[src/rtl/sioc_pkg.sv]
// Shared constants for the configuration register slice 05h..09h
package sioc_pkg;
    // Configuration indices
    localparam logic [7:0] IDX_FLOPPY_SETUP = 8'h05;
    localparam logic [7:0] IDX_DRIVE_TYPE = 8'h06;
    localparam logic [7:0] IDX_PWR_BOOT = 8'h07;
    localparam logic [7:0] IDX_DEC_LOW = 8'h08;
    localparam logic [7:0] IDX_DEC_HIGH = 8'h09;
    // Reset values
    localparam logic [7:0] RST_FLOPPY_SETUP = 8'h00;
    localparam logic [7:0] RST_DRIVE_TYPE = 8'hff;
    localparam logic [7:0] RST_PWR_BOOT = 8'h00;
    localparam logic [7:0] RST_DEC_LOW = 8'h00;
    localparam logic [7:0] RST_DEC_HIGH = 8'h00;
    localparam logic [7:0] RST_INDEX = 8'h00;
    // Writable masks, reserved bits stay zero
    localparam logic [7:0] MSK_FLOPPY_SETUP = 8'h7f;
    localparam logic [7:0] MSK_DRIVE_TYPE = 8'hff;
    localparam logic [7:0] MSK_PWR_BOOT = 8'hf3;
    localparam logic [7:0] MSK_DEC_LOW = 8'hf0;
    localparam logic [7:0] MSK_DEC_HIGH = 8'hc7;
    // Floppy setup fields
    localparam int FS_PUSH_PULL = 0;
    localparam int FS_TRISTATE = 1;
    localparam int FS_NON_BURST = 2;
    localparam int FS_DENS_LO = 3;
    localparam int FS_DENS_HI = 4;
    localparam int FS_SWAP = 5;
    localparam int FS_EXT4 = 6;
    // Density override codes
    localparam logic [1:0] DENS_NORMAL = 2'h0;
    localparam logic [1:0] DENS_FORCE_HI = 2'h2;
    localparam logic [1:0] DENS_FORCE_LO = 2'h3;
    // Power and boot fields
    localparam int PB_BOOT_LO = 0;
    localparam int PB_BOOT_HI = 1;
    localparam int PB_PD_LO = 4;
    localparam int PB_PD_HI = 7;
    // Decoder fields
    localparam int DL_ADDR_LO = 4;
    localparam int DL_ADDR_HI = 7;
    localparam int DH_ADDR_LO = 0;
    localparam int DH_ADDR_HI = 2;
    localparam int DH_CFG_LO = 6;
    localparam int DH_CFG_HI = 7;
    typedef enum logic [1:0] {
        SIOC_DEC_OFF, SIOC_DEC_BYTE, SIOC_DEC_BLK8, SIOC_DEC_BLK16
    } sioc_dec_cfg_t;
    // Parallel port extended mode codes
    localparam logic [2:0] ECR_EPP = 3'h4;
    localparam logic [2:0] ECR_SPP = 3'h0;
    // Music-interface timing: 125 kHz reference, baud is a quarter of it
    localparam int CLK_HZ = 200000000;
    localparam int MIDI_REF_HZ = 125000;
    localparam int MIDI_BAUD_HZ = 31250;
    localparam int MIDI_REF_CYC = CLK_HZ / MIDI_REF_HZ;
    localparam int MIDI_BAUD_REFS = MIDI_REF_HZ / MIDI_BAUD_HZ;
endpackage

[src/rtl/sioc_addr_match.sv]
// General-purpose address decoder compare
`timescale 1ns/1ps
module sioc_addr_match (
    input wire logic [10:0] addr,
    input wire logic [10:4] base,
    input wire sioc_pkg::sioc_dec_cfg_t cfg,
    output logic match
);
    // Upper bits compared in every enabled size, low nibble depends on block size
    always_comb begin
        match = 1'b0;
        case (cfg)
            sioc_pkg::SIOC_DEC_OFF: match = 1'b0;
            sioc_pkg::SIOC_DEC_BYTE: match = (addr[10:4] == base) && (addr[3:0] == 4'h0);
            sioc_pkg::SIOC_DEC_BLK8: match = (addr[10:4] == base) && !addr[3];
            sioc_pkg::SIOC_DEC_BLK16: match = (addr[10:4] == base);
            default: match = 1'b0;
        endcase
    end
endmodule // sioc_addr_match

[src/rtl/sioc_cfg_regs.sv]
// Configuration registers 05h..09h with floppy pin control and address decode
`timescale 1ns/1ps
// Functional notes
// - Floppy setup at index 05h, reset 00h
// - Bit0 chooses open-drain or push-pull floppy outputs
// - Bit1 tri-states all floppy outputs
// - Bit2 non-burst strobes request, interrupt per byte while the FIFO is enabled
// - Bit5 swaps drive and motor 0,1
// - Bit6 presents encoded selects for external decoder
// - Bit7 reads zero
// - Output controls leave parallel-port floppy pins alone
// - Density one override reaches the floppy pin only while outputs active; the parallel-port copy shows it even when tri-stated
// - Drive type IDs at 06h, reset FFh
// - Power and boot at 07h, reset 00h
// - Bits1:0 choose boot drive A or B
// - Bits7:4 auto power-down enables, cleared at reset
// - Decoder low at 08h, bits3:0 read zero
// - Decoder high at 09h, address and config
// - Config code picks off, byte, 8, 16 block
// - Decode output needs upper select low
// - Music mode gives 125 kHz and 31.25 kbaud
// - Extended control selects EPP 100, SPP 000
module sioc_cfg_regs #(
    parameter int MIDI_REF_CYC = sioc_pkg::MIDI_REF_CYC,
    parameter int MIDI_BAUD_REFS = sioc_pkg::MIDI_BAUD_REFS
) (
    input wire logic mclk,
    input wire logic rstn,
    // Configuration port, from the config-state logic on mclk
    input wire logic cfg_active,
    input wire logic index_wr_en,
    input wire logic data_wr_en,
    input wire logic data_rd_en,
    input wire logic [7:0] wr_data,
    output logic [7:0] rd_data,
    output logic rd_valid,
    output logic rd_hit,
    output logic [7:0] config_index_register,
    // Floppy core side, on mclk
    input wire logic [1:0] fdc_drive_num,
    input wire logic fdc_drive_en,
    input wire logic [1:0] fdc_motor_on,
    input wire logic fdc_density_one,
    input wire logic density_one_override_bit,
    input wire logic fdc_dma_req,
    input wire logic fdc_irq,
    input wire logic fdc_byte_done,
    input wire logic fdc_fifo_en,
    // Floppy pins; select and motor values active low, request and interrupt active high
    output logic [1:0] fdd_sel_o,
    output logic [1:0] fdd_sel_oe_n,
    output logic [1:0] fdd_mot_o,
    output logic [1:0] fdd_mot_oe_n,
    output logic drive_density_one,
    output logic drive_density_one_oe_n,
    output logic floppy_dma_request,
    output logic floppy_interrupt_request,
    // Floppy signals routed onto the parallel port pins
    output logic [1:0] pp_sel_o,
    output logic [1:0] pp_mot_o,
    output logic pp_density_one,
    // Setup views for other blocks
    output logic [7:0] drive_type_ids,
    output logic [1:0] boot_drive,
    output logic [3:0] auto_power_down,
    // Address decode pins from the host bus
    input wire logic [10:0] isa_addr,
    input wire logic upper_address_select_n,
    output logic aux_address_decode,
    // Music-interface clocks
    input wire logic midi_en,
    output logic midi_ref_tick,
    output logic midi_baud_tick,
    // Parallel port extended mode
    input wire logic pp_combined_mode,
    input wire logic [2:0] ecr_mode,
    output logic pp_epp_sel,
    output logic pp_spp_sel
);
    logic [7:0] index_ff;
    logic [7:0] setup_ff;
    logic [7:0] dtype_ff;
    logic [7:0] pwr_ff;
    logic [7:0] dlow_ff;
    logic [7:0] dhigh_ff;
    logic [7:0] rd_data_ff;
    logic rd_valid_ff;
    logic rd_hit_ff;
    logic [7:0] nxt_rd_data;
    logic nxt_rd_hit;
    logic wr_ok;
    // Pin outputs
    logic [1:0] sel_o_ff, sel_oe_ff, mot_o_ff, mot_oe_ff;
    logic den_o_ff, den_oe_ff;
    logic [1:0] pp_sel_ff, pp_mot_ff;
    logic pp_den_ff;
    logic [1:0] nxt_sel_n, nxt_mot_n;
    logic nxt_den;
    // DMA strobing
    logic dreq_ff, irq_ff, dreq_hold_ff;
    // Decoder
    logic [10:0] addr_s1_ff, addr_s2_ff;
    logic ucs_s1_ff, ucs_s2_ff;
    logic dec_ff;
    logic dec_match;
    // Music timing
    logic [$clog2(MIDI_REF_CYC)-1:0] ref_cnt_ff;
    logic [$clog2(MIDI_BAUD_REFS+1)-1:0] baud_cnt_ff;
    logic ref_ff, baud_ff;
    logic epp_ff, spp_ff;

    // Pin driver: {value, enable_n}; open-drain only drives a low level
    function automatic logic [1:0] pin_drive(input logic val, input logic pp,
                                             input logic tri_en);
        if (tri_en) begin
            pin_drive = {1'b1, 1'b1};
        end else if (pp) begin
            pin_drive = {val, 1'b0};
        end else begin
            pin_drive = {1'b0, val};
        end
    endfunction

    // Index hit helper used by the register write paths
    function automatic logic idx_is(input logic [7:0] idx, input logic [7:0] want);
        idx_is = (idx == want);
    endfunction

    assign wr_ok = cfg_active && data_wr_en;

    // Configuration index, only while in configuration state
    always_ff @(posedge mclk) begin
        if (!rstn) begin
            index_ff <= sioc_pkg::RST_INDEX;
        end else if (cfg_active && index_wr_en) begin
            index_ff <= wr_data;
        end
    end

    // Floppy setup register; bit 7 never stored
    always_ff @(posedge mclk) begin
        if (!rstn) begin
            setup_ff <= sioc_pkg::RST_FLOPPY_SETUP;
        end else if (wr_ok && idx_is(index_ff, sioc_pkg::IDX_FLOPPY_SETUP)) begin
            setup_ff <= wr_data & sioc_pkg::MSK_FLOPPY_SETUP;
        end
    end

    // Drive type IDs, two bits per drive
    always_ff @(posedge mclk) begin
        if (!rstn) begin
            dtype_ff <= sioc_pkg::RST_DRIVE_TYPE;
        end else if (wr_ok && idx_is(index_ff, sioc_pkg::IDX_DRIVE_TYPE)) begin
            dtype_ff <= wr_data & sioc_pkg::MSK_DRIVE_TYPE;
        end
    end

    // Power-down enables and boot drive
    always_ff @(posedge mclk) begin
        if (!rstn) begin
            pwr_ff <= sioc_pkg::RST_PWR_BOOT;
        end else if (wr_ok && idx_is(index_ff, sioc_pkg::IDX_PWR_BOOT)) begin
            pwr_ff <= wr_data & sioc_pkg::MSK_PWR_BOOT;
        end
    end

    // Decoder address and configuration
    always_ff @(posedge mclk) begin
        if (!rstn) begin
            dlow_ff <= sioc_pkg::RST_DEC_LOW;
            dhigh_ff <= sioc_pkg::RST_DEC_HIGH;
        end else if (wr_ok && idx_is(index_ff, sioc_pkg::IDX_DEC_LOW)) begin
            dlow_ff <= wr_data & sioc_pkg::MSK_DEC_LOW;
        end else if (wr_ok && idx_is(index_ff, sioc_pkg::IDX_DEC_HIGH)) begin
            dhigh_ff <= wr_data & sioc_pkg::MSK_DEC_HIGH;
        end
    end

    // Read mux; other indices belong to neighbouring slices
    always_comb begin
        nxt_rd_data = 8'h00;
        nxt_rd_hit = 1'b1;
        case (index_ff)
            sioc_pkg::IDX_FLOPPY_SETUP: nxt_rd_data = setup_ff;
            sioc_pkg::IDX_DRIVE_TYPE: nxt_rd_data = dtype_ff;
            sioc_pkg::IDX_PWR_BOOT: nxt_rd_data = pwr_ff;
            sioc_pkg::IDX_DEC_LOW: nxt_rd_data = dlow_ff;
            sioc_pkg::IDX_DEC_HIGH: nxt_rd_data = dhigh_ff;
            default: nxt_rd_hit = 1'b0;
        endcase
    end

    // Read answer one cycle after the strobe, only in configuration state
    always_ff @(posedge mclk) begin
        if (!rstn) begin
            rd_data_ff <= 8'h00;
            rd_valid_ff <= 1'b0;
            rd_hit_ff <= 1'b0;
        end else begin
            rd_valid_ff <= cfg_active && data_rd_en;
            if (cfg_active && data_rd_en) begin
                rd_data_ff <= nxt_rd_hit ? nxt_rd_data : 8'h00;
                rd_hit_ff <= nxt_rd_hit;
            end
        end
    end

    // Select and motor mapping: swap, then internal or encoded selects
    always_comb begin
        logic [1:0] num;
        logic [1:0] mot;
        num = fdc_drive_num;
        mot = fdc_motor_on;
        if (setup_ff[sioc_pkg::FS_SWAP] && !num[1]) begin
            num[0] = !num[0];
        end
        if (setup_ff[sioc_pkg::FS_SWAP]) begin
            mot = {mot[0], mot[1]};
        end
        if (setup_ff[sioc_pkg::FS_EXT4]) begin
            nxt_sel_n = fdc_drive_en ? ~num : 2'h3;
        end else begin
            nxt_sel_n[0] = !(fdc_drive_en && num == 2'h0);
            nxt_sel_n[1] = !(fdc_drive_en && num == 2'h1);
        end
        nxt_mot_n = ~mot;
    end

    // Density one: override codes, then the external force-high bit
    always_comb begin
        case (setup_ff[sioc_pkg::FS_DENS_HI:sioc_pkg::FS_DENS_LO])
            sioc_pkg::DENS_FORCE_HI: nxt_den = 1'b1;
            sioc_pkg::DENS_FORCE_LO: nxt_den = 1'b0;
            default: nxt_den = fdc_density_one;
        endcase
        if (density_one_override_bit) begin
            nxt_den = 1'b1;
        end
    end

    // Floppy pins; tri-state wins over every override
    always_ff @(posedge mclk) begin
        if (!rstn) begin
            sel_o_ff <= 2'h0;
            sel_oe_ff <= 2'h3;
            mot_o_ff <= 2'h0;
            mot_oe_ff <= 2'h3;
            den_o_ff <= 1'b0;
            den_oe_ff <= 1'b1;
        end else begin
            for (int i = 0; i < 2; i++) begin
                {sel_o_ff[i], sel_oe_ff[i]} <= pin_drive(nxt_sel_n[i],
                    setup_ff[sioc_pkg::FS_PUSH_PULL], setup_ff[sioc_pkg::FS_TRISTATE]);
                {mot_o_ff[i], mot_oe_ff[i]} <= pin_drive(nxt_mot_n[i],
                    setup_ff[sioc_pkg::FS_PUSH_PULL], setup_ff[sioc_pkg::FS_TRISTATE]);
            end
            {den_o_ff, den_oe_ff} <= pin_drive(nxt_den,
                setup_ff[sioc_pkg::FS_PUSH_PULL], setup_ff[sioc_pkg::FS_TRISTATE]);
        end
    end

    // Parallel-port copy ignores the output type and tri-state bits
    always_ff @(posedge mclk) begin
        if (!rstn) begin
            pp_sel_ff <= 2'h3;
            pp_mot_ff <= 2'h3;
            pp_den_ff <= 1'b1;
        end else begin
            pp_sel_ff <= nxt_sel_n;
            pp_mot_ff <= nxt_mot_n;
            pp_den_ff <= nxt_den;
        end
    end

    // Non-burst: request drops after each byte until the core re-raises it
    always_ff @(posedge mclk) begin
        if (!rstn) begin
            dreq_hold_ff <= 1'b0;
            dreq_ff <= 1'b0;
            irq_ff <= 1'b0;
        end else begin
            if (!fdc_dma_req) begin
                dreq_hold_ff <= 1'b0;
            end else if (fdc_byte_done) begin
                dreq_hold_ff <= 1'b1;
            end
            if (setup_ff[sioc_pkg::FS_NON_BURST] && fdc_fifo_en) begin
                dreq_ff <= fdc_dma_req && !dreq_hold_ff && !fdc_byte_done;
                irq_ff <= fdc_irq || fdc_byte_done;
            end else begin
                dreq_ff <= fdc_dma_req;
                irq_ff <= fdc_irq;
            end
        end
    end

    // Host address pins come from another domain: two stages first
    always_ff @(posedge mclk) begin
        if (!rstn) begin
            addr_s1_ff <= 11'h000;
            addr_s2_ff <= 11'h000;
            ucs_s1_ff <= 1'b1;
            ucs_s2_ff <= 1'b1;
        end else begin
            addr_s1_ff <= isa_addr;
            addr_s2_ff <= addr_s1_ff;
            ucs_s1_ff <= upper_address_select_n;
            ucs_s2_ff <= ucs_s1_ff;
        end
    end

    sioc_addr_match u_match (
        .addr(addr_s2_ff),
        .base({dhigh_ff[sioc_pkg::DH_ADDR_HI:sioc_pkg::DH_ADDR_LO],
               dlow_ff[sioc_pkg::DL_ADDR_HI:sioc_pkg::DL_ADDR_LO]}),
        .cfg(sioc_pkg::sioc_dec_cfg_t'(dhigh_ff[sioc_pkg::DH_CFG_HI:sioc_pkg::DH_CFG_LO])),
        .match(dec_match)
    );

    // Decode output qualified by the upper select
    always_ff @(posedge mclk) begin
        if (!rstn) begin
            dec_ff <= 1'b0;
        end else begin
            dec_ff <= dec_match && !ucs_s2_ff;
        end
    end

    // Music reference divider; idle counters keep the ticks aligned to enable
    always_ff @(posedge mclk) begin
        if (!rstn || !midi_en) begin
            ref_cnt_ff <= '0;
            baud_cnt_ff <= '0;
            ref_ff <= 1'b0;
            baud_ff <= 1'b0;
        end else begin
            ref_ff <= 1'b0;
            baud_ff <= 1'b0;
            if (ref_cnt_ff == ($clog2(MIDI_REF_CYC))'(MIDI_REF_CYC - 1)) begin
                ref_cnt_ff <= '0;
                ref_ff <= 1'b1;
                if (baud_cnt_ff == ($clog2(MIDI_BAUD_REFS+1))'(MIDI_BAUD_REFS - 1)) begin
                    baud_cnt_ff <= '0;
                    baud_ff <= 1'b1;
                end else begin
                    baud_cnt_ff <= baud_cnt_ff + 1'b1;
                end
            end else begin
                ref_cnt_ff <= ref_cnt_ff + 1'b1;
            end
        end
    end

    // Extended parallel mode selection from the extended control code
    always_ff @(posedge mclk) begin
        if (!rstn) begin
            epp_ff <= 1'b0;
            spp_ff <= 1'b0;
        end else begin
            epp_ff <= pp_combined_mode && (ecr_mode == sioc_pkg::ECR_EPP);
            spp_ff <= pp_combined_mode && (ecr_mode == sioc_pkg::ECR_SPP);
        end
    end

    assign rd_data = rd_data_ff;
    assign rd_valid = rd_valid_ff;
    assign rd_hit = rd_hit_ff;
    assign config_index_register = index_ff;
    assign fdd_sel_o = sel_o_ff;
    assign fdd_sel_oe_n = sel_oe_ff;
    assign fdd_mot_o = mot_o_ff;
    assign fdd_mot_oe_n = mot_oe_ff;
    assign drive_density_one = den_o_ff;
    assign drive_density_one_oe_n = den_oe_ff;
    assign floppy_dma_request = dreq_ff;
    assign floppy_interrupt_request = irq_ff;
    assign pp_sel_o = pp_sel_ff;
    assign pp_mot_o = pp_mot_ff;
    assign pp_density_one = pp_den_ff;
    assign drive_type_ids = dtype_ff;
    assign boot_drive = pwr_ff[sioc_pkg::PB_BOOT_HI:sioc_pkg::PB_BOOT_LO];
    assign auto_power_down = pwr_ff[sioc_pkg::PB_PD_HI:sioc_pkg::PB_PD_LO];
    assign aux_address_decode = dec_ff;
    assign midi_ref_tick = ref_ff;
    assign midi_baud_tick = baud_ff;
    assign pp_epp_sel = epp_ff;
    assign pp_spp_sel = spp_ff;
endmodule // sioc_cfg_regs

[config.mk]
export PLATFORM = sky130hd
export DESIGN_NAME = sioc_cfg_regs
export DESIGN_NICKNAME = d
export VERILOG_FILES = /design/src/rtl/sioc_pkg.sv /design/src/rtl/sioc_addr_match.sv /design/src/rtl/sioc_cfg_regs.sv
export SDC_FILE = /design/constraint.sdc
export NUM_CORES = 1
export LEC_CHECK = 0
export BUFFER_PORTS_ARGS = -buffer_cell sky130_fd_sc_hd__buf_2
export CAP_MARGIN = 25
export CORE_UTILIZATION = 57
export DETAILED_ROUTE_END_ITERATION = 16
export PLACE_DENSITY_LB_ADDON = 0.25
export SLEW_MARGIN = 20
export SYNTH_ARGS = -nofsm -noshare
export SYNTH_HDL_FRONTEND = slang
export SYNTH_HIERARCHICAL = 1
export SYNTH_SLANG_ARGS = --single-unit
[constraint.sdc]
create_clock -name mclk -period 4.7 [get_ports mclk]
set_input_delay 0 -clock mclk [delete_from_list [all_inputs] [get_ports mclk]]
set_output_delay 0 -clock mclk [all_outputs]
set_load 0.005 [all_outputs]
==> out/results.txt <==
outcome -> finished, final reports clean
CP top delay family -> simple AND/OR/NAND/NOR gates
Post-Place Cells -> 603
syn nets -> 479
final period utilization -> 45.67%
vias in the first global route -> 3,333
drt wl/cell -> 14.91 um
f_max -> 465.8 MHz
initial antenna violation count -> 0
CTS resizes -> 0
Seq cells post-synth -> 109
Critical Path AT -> 2.40 ns
clock latency on the worst-skew pair -> 0.37 ns
Slowest cell on crit path -> nor2b_1
final setup violating endpoints -> 0
die height -> 87.69 um
Routed Antenna Nets -> 0
Reg clk slew, reported paths -> 0.10 ns
Worst Tran Pin Value -> 0.7863 ns
CTS tree -> yes
top_reg_cell synth -> dfxtp_1
Post-Syn Instances -> 432
Mapped Avg Cell Area -> 9.688 um^2
crit path cell chain -> nor2b_1 > nand4_1 > mux2i_1 > nor2_1
CP max stage delay -> 0.64 ns
number of flops mapped to enable cells by yosys -> 0
Hold Vio Cnt, Final -> 0
PwrDens -> 302.1 nW/um^2
root buf cell -> clkbuf_8
min Tclk post-route -> 2.147 ns
final max-slew violation count -> 0
I/O Buffers -> 95
DRC viols -> 0
clock skew -> 0.01435 ns
post-synthesis sequential area ratio -> 52.14%
static leakage -> 0.002311 uW
Total Routing Usage GR -> 27.01%
I/O pin total -> 96
CP Class -> reg2reg
Max H-tree Level -> 3
Max clock buf depth -> 2
DRT Pass-1 Iters -> 5
Slew HR -> 47.58%
routed vias/inst -> 5.354
RSZ-0062 raised after global routing -> false
CP bufs+invs -> 0
top cells by area, synth -> dfxtp_1, mux2i_1, nor2_1, and2_1, nand2_1
P&R area growth vs syn -> 27.14%
WP data required -> 4.95 ns
total vias in the final route -> 3,550
core area -> 6944 um^2
first-pass GRT wire length -> 15.59 mm
worst min path class -> in2reg
Synth async-reset ratio -> 0%
fraction of layout instances using a drive strength above 1 -> 21.69%
R2R Setup Slk -> 2.55 ns
setup repair bufs after CTS -> 0
area share of the largest cell type after synthesis -> 52.14%
hold_buf cts -> 44
Detailed Route Iter0 Violations -> 329
YS warnings -> 6
CTS buffer count -> 9
Max VDD drop -> 0.0002277 V
Post-Layout Cell Count -> 663
CP Launch Type -> flip-flop
Critical Path Sink Type -> flip-flop
die width -> 87.69 um
Antenna Cells -> 0
largest net degree at the start of global routing -> 52
Die Area -> 7690 um^2
nets -> 609
clock sinks -> 109
Final GP Congestion -> 0.8619
leading area contributor after synthesis -> dfxtp_1
mapped cell area -> 4185 um^2
Initial Utilization -> 60.27%
row count -> 30
Overflow after GRT -> 0
maximum fanout along the worst path -> 10
Max-Cap Viols -> 0
final WL -> 9.888 mm
dpl hpwl -> 6.455 mm
Setup TNS -> 0 ns
Netlist cell types -> 46
-- logic make-up (layout without fill, tap and decap cells) --
logic type	after synthesis	count (layout)	synth area share, %
and+or+nand+nor	176	176	21.08
DFF	109	109	52.14
AOI/OAI and AO/OA	54	54	8.939
muxes	40	40	9.626
buffers and inverters	30	165	2.959
xor gates and xnor gates	18	18	3.767
adders and majority gates	5	5	1.495
-- synthesized netlist by cell type (all sizes together) (3+ instances only) --
master,n
dfxtp,109
nor2,52
nand2,41
mux2i,38
and2,28
clkbuf,15
a21oi,13
nand3,13
o21ai,9
xnor2,9
xor2,9
inv,8
nand4,7
buf,6
o21a,6
a221oi,5
a22oi,5
and3,5
ha,5
nand2b,5
nor2b,5
nor3,5
a32oi,4
nor4,3
or2,3
or4,3
-- routing by layer --
layer  up-vias  wire length (um)  global-route usage (%)  part of all wire, %
met5         -                 0                       0                    0
met4         0               246                   13.56                  2.5
li1       1738                 -                       -                    -
met2       123              4942                   47.66                   50
met1      1667              4206                   31.81                   43
met3        22               493                   4.430                  5.0
-- metrics by stage --
step / hold slack, ns / util [%] / cell area, um^2 / total power [uW] / setup WS, ns
after global placement: 0.1662 / 67.66 / 4698 / 1068 / 2.698
after global routing: 0.01288 / 76.63 / 5321 / 1672 / 2.400
final: 0.009406 / 76.63 / 5321 / 1607 / 2.553
after detailed placement: 0.1825 / 67.66 / 4698 / 1071 / 2.647
after CTS: 0.002136 / 76.63 / 5321 / 1615 / 2.607
after floorplan: 0.07161 / - / 4185 / 1028 / 2.751
-- power breakdown --
group | internal [uW] | switching [uW]
combinational | 62.9 | 63.5
clock | 201 | 327
sequential | 942 | 10.3
-- final timing paths --
kind | startpoint | to | depth (start not counted)
hold / removal | fdc_byte_done | floppy_dma_request$_SDFF_PN0_ | 3
hold reg to reg | ucs_s2_ff$_SDFF_PN1_ | aux_address_decode$_SDFF_PN0_ | 1
setup / recovery | config_index_register[2]$_SDFFE_PN0P_ | setup_ff[0]$_SDFFE_PN0P_ | 4
setup reg to reg | config_index_register[2]$_SDFFE_PN0P_ | setup_ff[0]$_SDFFE_PN0P_ | 4
-- cell type report --
cell class | instances | area [um^2]
timing repair buffer | 140 | 923.4
tap | 96 | 120.1
clock buffer | 9 | 123.9
fill | 481 | 1623
multi-input combinational | 293 | 1879
clock inverter | 7 | 58.81
inverter | 9 | 33.78
sequential | 109 | 2182
-- tightest hold or removal path, cell delays in order --
cell	delay, ns
buf_2	0.10
o211ai_1	0.07
and3_1	0.17
-- sequential cells by signal, indices dropped and copies added, names as in the netlist, 2 cells and up --
name	count
pwr_ff	6
addr_s2_ff	11
ref_cnt_ff	11
dlow_ff	4
fdd_mot_oe_n	2
rd_data	8
fdd_sel_o	2
pp_sel_o	2
fdd_mot_o	2
baud_cnt_ff	3
dhigh_ff	5
fdd_sel_oe_n	2
config_index_register	8
addr_s1_ff	11
pp_mot_o	2
drive_type_ids	8
setup_ff	7
-- cell usage in the layout, fill, tap and decap left out, drive strengths merged, types with 11 or more instances in the layout --
cell type    synthesis  routed
and2                28      28
nand2               41      41
buf                  6      96
dfxtp              109     109
dlygate4sd3          0      44
inv                  8      11
nor2                52      52
mux2i               38      38
nand3               13      13
a21oi               13      13
Power figures use the tool's default switching activity.
